<file path="src/design/pee_defs.svh">
// Constants for the parallel EEPROM host controller
`ifndef PEE_DEFS_SVH
`define PEE_DEFS_SVH
`define PEE_CLK_HZ 20000000
`define PEE_ADDR_W 13
`define PEE_PAGE_LSB 6
`define PEE_POLL_BIT 7
`define PEE_TOGGLE_BIT 6
`define PEE_WP_NS 100
`define PEE_WP_CYC (((`PEE_WP_NS * 20) + 999) / 1000)
`define PEE_BLC_US 150
`define PEE_BLC_CYC ((`PEE_BLC_US * (`PEE_CLK_HZ / 1000000)) - 100)
`define PEE_TWC_MS 10
`define PEE_TWC_CYC (`PEE_TWC_MS * (`PEE_CLK_HZ / 1000))
`define PEE_PON_MS 5
`define PEE_PON_CYC (`PEE_PON_MS * (`PEE_CLK_HZ / 1000))
`define PEE_ID_BASE 13'h1fc0
`endif

</file>
<file path="src/design/pee_pkg.sv">
// Types shared by the parallel EEPROM host controller
package pee_pkg;
   typedef enum logic [6:0] {
      PEE_IDLE = 7'h01,
      PEE_RSET = 7'h02,
      PEE_RSMP = 7'h04,
      PEE_WLOW = 7'h08,
      PEE_WHI = 7'h10,
      PEE_POLL = 7'h20,
      PEE_PON = 7'h40
   } pee_state_e;
   typedef struct packed {
      logic write;
      logic [12:0] addr;
      logic [7:0] data;
      logic last;
      logic id_space;
   } pee_req_s;
   typedef struct packed {
      logic [12:0] address_bus;
      logic ce_n;
      logic oe_n;
      logic we_n;
      logic id_space_select_pin;
   } pee_pins_s;
endpackage : pee_pkg

</file>
<file path="src/design/pee_host.sv">
// Host controller driving a parallel page-write EEPROM over its pins
`timescale 1ns/1ps
`include "pee_defs.svh"

module pee_host #(
   parameter int unsigned TWC_CYC = `PEE_TWC_CYC,
   parameter int unsigned PON_CYC = `PEE_PON_CYC,
   parameter int unsigned BLC_CYC = `PEE_BLC_CYC
) (
   input wire logic mclk,
   input wire logic arst_n,
   // User request side
   input wire logic req_valid,
   output logic req_ready,
   input wire pee_pkg::pee_req_s req,
   output logic rsp_valid,
   output logic [7:0] rsp_data,
   output logic busy,
   // Device pins
   output pee_pkg::pee_pins_s pins,
   input wire logic [7:0] data_pins_in,
   output logic [7:0] data_pins_out,
   output logic data_pins_oe_n
);
   import pee_pkg::*;

   // ************************************************************
   // State record
   // ************************************************************
   typedef struct packed {
      pee_state_e st;
      logic [31:0] cnt;
      logic [31:0] win;
      logic in_page;
      logic [6:0] page;
      logic prog_last;
      logic [7:0] prog_data;
      logic [7:0] last_rd;
      logic have_rd;
      pee_pins_s pins;
      logic [7:0] dout;
      logic drive;
      logic rsp_v;
      logic [7:0] rsp_d;
   } pee_st_s;

   pee_st_s s_r;
   pee_st_s s_nxt;

   // Polling is done when the poll bit matches and toggle bit holds still
   function automatic logic poll_done(input logic [7:0] rd, input logic [7:0] prev,
                                      input logic [7:0] exp, input logic have);
      poll_done = (rd[`PEE_POLL_BIT] == exp[`PEE_POLL_BIT])
                  && have && (rd[`PEE_TOGGLE_BIT] == prev[`PEE_TOGGLE_BIT]);
   endfunction : poll_done

   // ************************************************************
   // Next state
   // ************************************************************
   always_comb
   begin
      s_nxt = s_r;
      s_nxt.rsp_v = 1'b0;
      if (s_r.in_page && s_r.win != 32'h0)
         s_nxt.win = s_r.win - 32'h1;
      unique case (s_r.st)
         PEE_PON:
         begin
            // Power-on delay; the device ignores writes until it elapses
            if (s_r.cnt >= PON_CYC - 1)
            begin
               s_nxt.st = PEE_IDLE;
               s_nxt.cnt = 32'h0;
            end
            else
               s_nxt.cnt = s_r.cnt + 32'h1;
         end
         PEE_IDLE:
         begin
            // Window expired: device is now programming the page
            if (s_r.in_page && s_r.win == 32'h0)
            begin
               s_nxt.in_page = 1'b0;
               s_nxt.st = PEE_POLL;
               s_nxt.cnt = 32'h0;
               s_nxt.have_rd = 1'b0;
            end
            else if (req_valid && req.write && s_r.in_page && req.addr[12:6] != s_r.page)
            begin
               // Different page: wait for the open page to close first
               s_nxt.st = PEE_IDLE;
            end
            else if (req_valid)
            begin
               s_nxt.pins.address_bus = req.addr;
               s_nxt.pins.id_space_select_pin = req.id_space;
               s_nxt.pins.ce_n = 1'b0;
               s_nxt.cnt = 32'h0;
               if (req.write)
               begin
                  // Lock commands are plain user writes; low bits pick the byte
                  // OE high before WE falls so the write is not inhibited
                  s_nxt.pins.oe_n = 1'b1;
                  s_nxt.pins.we_n = 1'b0;
                  s_nxt.dout = req.data;
                  s_nxt.drive = 1'b1;
                  s_nxt.page = req.addr[12:6];
                  s_nxt.prog_last = req.last;
                  s_nxt.prog_data = req.data;
                  s_nxt.st = PEE_WLOW;
               end
               else
               begin
                  s_nxt.pins.we_n = 1'b1;
                  s_nxt.pins.oe_n = 1'b0;
                  s_nxt.drive = 1'b0;
                  s_nxt.st = PEE_RSET;
               end
            end
         end
         PEE_WLOW:
         begin
            // Address latched at WE fall, data at WE rise
            if (s_r.cnt >= `PEE_WP_CYC - 1)
            begin
               s_nxt.pins.we_n = 1'b1;
               s_nxt.st = PEE_WHI;
            end
            else
               s_nxt.cnt = s_r.cnt + 32'h1;
         end
         PEE_WHI:
         begin
            // Release CE and bus one cycle after the data edge for hold
            s_nxt.pins.ce_n = 1'b1;
            s_nxt.drive = 1'b0;
            s_nxt.in_page = 1'b1;
            s_nxt.win = BLC_CYC;
            if (s_r.prog_last)
            begin
               // Last byte: let the window lapse so programming begins
               s_nxt.win = 32'h1;
            end
            s_nxt.st = PEE_IDLE;
         end
         PEE_RSET:
         begin
            // Access time is under two 50 ns cycles at the sample edge
            s_nxt.st = PEE_RSMP;
         end
         PEE_RSMP:
         begin
            s_nxt.rsp_v = 1'b1;
            s_nxt.rsp_d = data_pins_in;
            s_nxt.pins.oe_n = 1'b1;
            s_nxt.pins.ce_n = 1'b1;
            s_nxt.st = PEE_IDLE;
         end
         PEE_POLL:
         begin
            // Each read ends with OE/CE high, which steps the toggle bit
            s_nxt.cnt = s_r.cnt + 32'h1;
            if (s_r.pins.oe_n)
            begin
               s_nxt.pins.address_bus = {s_r.page, s_r.pins.address_bus[5:0]};
               s_nxt.pins.oe_n = 1'b0;
               s_nxt.pins.ce_n = 1'b0;
            end
            else
            begin
               s_nxt.pins.oe_n = 1'b1;
               s_nxt.pins.ce_n = 1'b1;
               s_nxt.last_rd = data_pins_in;
               s_nxt.have_rd = 1'b1;
               // Timeout guards against a dead part; exceeds max cycle
               if (poll_done(data_pins_in, s_r.last_rd, s_r.prog_data, s_r.have_rd)
                   || s_r.cnt >= TWC_CYC)
               begin
                  s_nxt.st = PEE_IDLE;
               end
            end
         end
      endcase
   end

   // ************************************************************
   // State register
   // ************************************************************
   always_ff @(posedge mclk or negedge arst_n)
   begin
      if (!arst_n)
      begin
         s_r <= '0;
         s_r.st <= PEE_PON;
         s_r.pins.ce_n <= 1'b1;
         s_r.pins.oe_n <= 1'b1;
         s_r.pins.we_n <= 1'b1;
      end
      else
         s_r <= s_nxt;
   end

   // Ready only in idle with no page conflict or lapsed window
   assign req_ready = (s_r.st == PEE_IDLE) && !(s_r.in_page && s_r.win == 32'h0)
                      && !(req.write && s_r.in_page && req.addr[12:6] != s_r.page);
   assign busy = (s_r.st != PEE_IDLE) || s_r.in_page;
   assign rsp_valid = s_r.rsp_v;
   assign rsp_data = s_r.rsp_d;
   assign pins = s_r.pins;
   assign data_pins_out = s_r.dout;
   assign data_pins_oe_n = !s_r.drive;
endmodule : pee_host

</file>
<file path="config.mk">
export PLATFORM = sky130hd
export DESIGN_NAME = pee_host
export DESIGN_NICKNAME = d
export VERILOG_FILES = /design/src/design/pee_pkg.sv /design/src/design/pee_host.sv
export VERILOG_INCLUDE_DIRS = /design/src /design/src/design
export SDC_FILE = /design/constraint.sdc
export NUM_CORES = 1
export LEC_CHECK = 0
export BUFFER_PORTS_ARGS = -buffer_cell sky130_fd_sc_hd__buf_2
export CAP_MARGIN = 20
export CORE_MARGIN = 4
export CORE_UTILIZATION = 40
export CTS_BUF_LIST = sky130_fd_sc_hd__clkbuf_2 sky130_fd_sc_hd__clkbuf_4 sky130_fd_sc_hd__clkbuf_8
export DETAILED_ROUTE_END_ITERATION = 12
export PLACE_DENSITY = 0.69
export SLEW_MARGIN = 25
export SYNTH_ARGS = -nofsm -noshare
export SYNTH_HDL_FRONTEND = slang
export SYNTH_SLANG_ARGS = --single-unit
</file>
<file path="constraint.sdc">
create_clock -name mclk -period 3.2 [get_ports mclk]
set_input_delay 0.64 -clock mclk [delete_from_list [all_inputs] [get_ports mclk]]
set_output_delay 0.64 -clock mclk [all_outputs]
set_load 0.01 [all_outputs]
</file>
==> results.toml <==
[outcome]
status = "finished clean"

[routing]
antenna_left = 0
finalWirelength_um = 14500
drcViolationCount = 0
first_pass_iters = 7
vias_per_cell = 5.42
wl_per_cell_um = 15.3
vias = 5137
drt_iter0_drc = 335

[cells_and_area]
final_area_mm2 = 0.00729
syn_to_final_growth_pct = 13.9
nets = 763
layout-drive-gt1-share_pct = 24.6
fin_cells = 948
antenna_cells = 0

[pwr]
p_leak_uw = 0.00316
vdd_drop_max_mv = 0.306
power_density_mw_per_mm2 = 899
p_total_uw = 6550

[place]
hpwlAfterDp_um = 10200
place.gp.congestion = 0.817
port_buffers = 71
dp.cells = 915
place_area_mm2 = 0.00684

[floorplan]
initial_core_util_pct = 41.5
io_pins = 72
core_area_mm2 = 0.0154
dieArea_mm2 = 0.0181
die_width_um = 134
die_y_um = 134
fp-row-count = 45

[clock_network]
cts_sinks = 117
clkTransAtPathRegs_ps = 60
hold_buffers = 0
insertion_delay_ps = 440
cts_tree = "yes"
clockBufferDepth = 2
cts_max_level = 4
cts_made_buffers = 17
clockRootBuffer = "clkbuf_8"

[sta]
tns_ps = 0
final_max_slew_viol_count = 0
finalSetupViolations = 0
max-slew-margin-rel_pct = 60.4
timing.fmax_mhz = 328
period_share_pct = 95.4
skew_ps = 10.4
hold_viol = 0
tightestPinTransition_ps = 589
period_minus_slack_ps = 3050

[grt]
grt_antenna_before_repair = 0
grt_usage_pct = 16.7
grt_pass1_vias = 4862
grt_overflow = 0
grt_pass1_wl_um = 24300
grt_max_degree = 85

[synth]
ys_types = 63
ys_ff_latch = 117
synth-edff-count = 0
syn-instance-count = 676
synth_fp_nets = 715
ys.flop_type = "dfrtp_1"
syn_area_per_cell_um2 = 9.46
syn-cell-area_mm2 = 0.00640
synth-async-reset-ratio_pct = 100
yosysWarnings = 0
yosysSeqAreaShare_pct = 45.9

[setup_path]
crit_arrival_ps = 2410
rr_worst_depth = 8
worst-setup-path-type = "register to output port"
r2r_setup_slack_ps = 210
critPathCaptureType = "output port"
setup.worst_path.start = "s_r[70]"
rr_endpoint = "s_r[112]"
r2r_start = "s_r[61]"
crit_path_start_kind = "register"
cp_max_fo = 6
critical_path.endpoint = "req_ready"
cp.required_ps = 2560

[flow_run]
maxCapViolations = 0

[hold_path]
hold_class = "input pin to async pin"
[state kept, by name, summed over array words and instances (netlist names)]
name / flops
data_pins_out: 8
pins: 17
rsp_data: 8
rsp_valid: 1
s_r: 83
[logic make-up after synthesis]
family | after synthesis | share of synthesized area (%)
AO/OA/AOI/OAI | 124 | 12.6
XOR/XNOR | 38 | 5.20
adder cells (fa/ha/maj) | 4 | 0.783
buffers and inverters | 88 | 7.30
flip-flops | 117 | 45.9
multiplexers | 34 | 5.95
AND/OR/NAND/NOR | 271 | 22.3
[where the power goes]
| part | internal [µW] | switching [µW] | leakage (µW) |
|---|---|---|---|
| clock | 824 | 567 | 0.000219 |
| combinational | 1210 | 1620 | 0.00144 |
| sequential | 1960 | 362 | 0.00150 |
[synthesized netlist by cell type (all sizes together), types with 7 or more instances]
| master | count | share of area, % |
|---|---|---|
| dfrtp | 113 | 44 |
| nand2 | 69 | 4.0 |
| nor2 | 50 | 3.0 |
| o21ai | 42 | 3.3 |
| buf | 38 | 4.4 |
| xnor2 | 35 | 4.8 |
| mux2 | 32 | 5.6 |
| a21oi | 28 | 2.2 |
| clkbuf | 27 | 1.6 |
| nor4 | 26 | 2.8 |
| nor3 | 24 | 2.0 |
| inv | 22 | 1.3 |
| nand3 | 22 | 1.7 |
| or4 | 18 | 2.2 |
| nand4 | 13 | 1.3 |
| or3 | 12 | 1.2 |
| a22o | 10 | 1.4 |
| a211oi | 8 | 0.94 |
| and3 | 7 | 0.68 |
| o21a | 7 | 0.82 |
[how the worst min path moves through the flow]
stage                 from                to
4_1_cts             arst_n          s_r[126]
3_3_place_gp   rsp_data[5]       rsp_data[5]
6_report            arst_n           s_r[73]
2_1_floorplan       arst_n  data_pins_out[0]
5_1_grt             arst_n          s_r[126]
3_5_place_dp   rsp_data[6]       rsp_data[6]
[routing by layer]
metal | global-route usage, % | wire, µm | part of all wire (%)
met5 | 0 | 0 | 0
met4 | 4.52 | 158 | 1.1
met3 | 4.81 | 771 | 5.3
met2 | 26.1 | 6840 | 47
met1 | 22.8 | 6770 | 47
[metrics by stage]
stage / setup WS (ps) / hold WS (ps) / utilization (%)
after floorplan: 509 / 344 / -
after global placement: 275 / 453 / 44.3
after detailed placement: 177 / 464 / 44.3
after CTS: 65.3 / 134 / 47.0
after global routing: -6.41 / 156 / 47.2
final: 147 / 148 / 47.2
[worst max-delay path: stages (launching register included)]
cell and delay [ps]:
dfrtp_1 420, or4_1 670, nor3_4 280, and3_2 250
a21oi_1 50, o21a_1 170, buf_2 140
[area by class of cell]
class	instances	area, µm²
repair buffers	94	556
inverters	23	86.3
clock inverters	5	75.1
fillers	1470	8140
clock buffers	27	334
flip-flops and latches	117	2930
well taps	211	264
multi-input cells	471	3040
[cells in the final DEF, fill, tap and decap left out, types with 4 or more instances in the layout]
cell type	instances
o21a_1	7
a211oi_1	8
nor2b_1	4
a2111oi_0	4
inv_1	22
ha_1	4
dfstp_2	4
nand3_1	22
and3_1	6
nor3_1	22
nand4b_1	5
xnor2_1	35
mux2_2	32
or3_1	12
or4_1	17
nand2_1	69
buf_4	22
o21ai_0	38
o21ai_1	4
a21oi_1	28
nor4_1	25
a22o_1	10
clkbuf_8	21
and2_1	4
dfrtp_1	113
nand4_1	13
buf_2	70
clkbuf_4	6
or2_2	4
nor2_1	49
[what timing repair did]
action / in CTS / in global routing
buffers inserted: 0 / 1
pin swaps: 0 / 1
gates cloned: 0 / 0
gates resized for setup: 1 / 3
endpoints found under the setup margin: 1 / 1
Power figures use the tool's default switching activity.
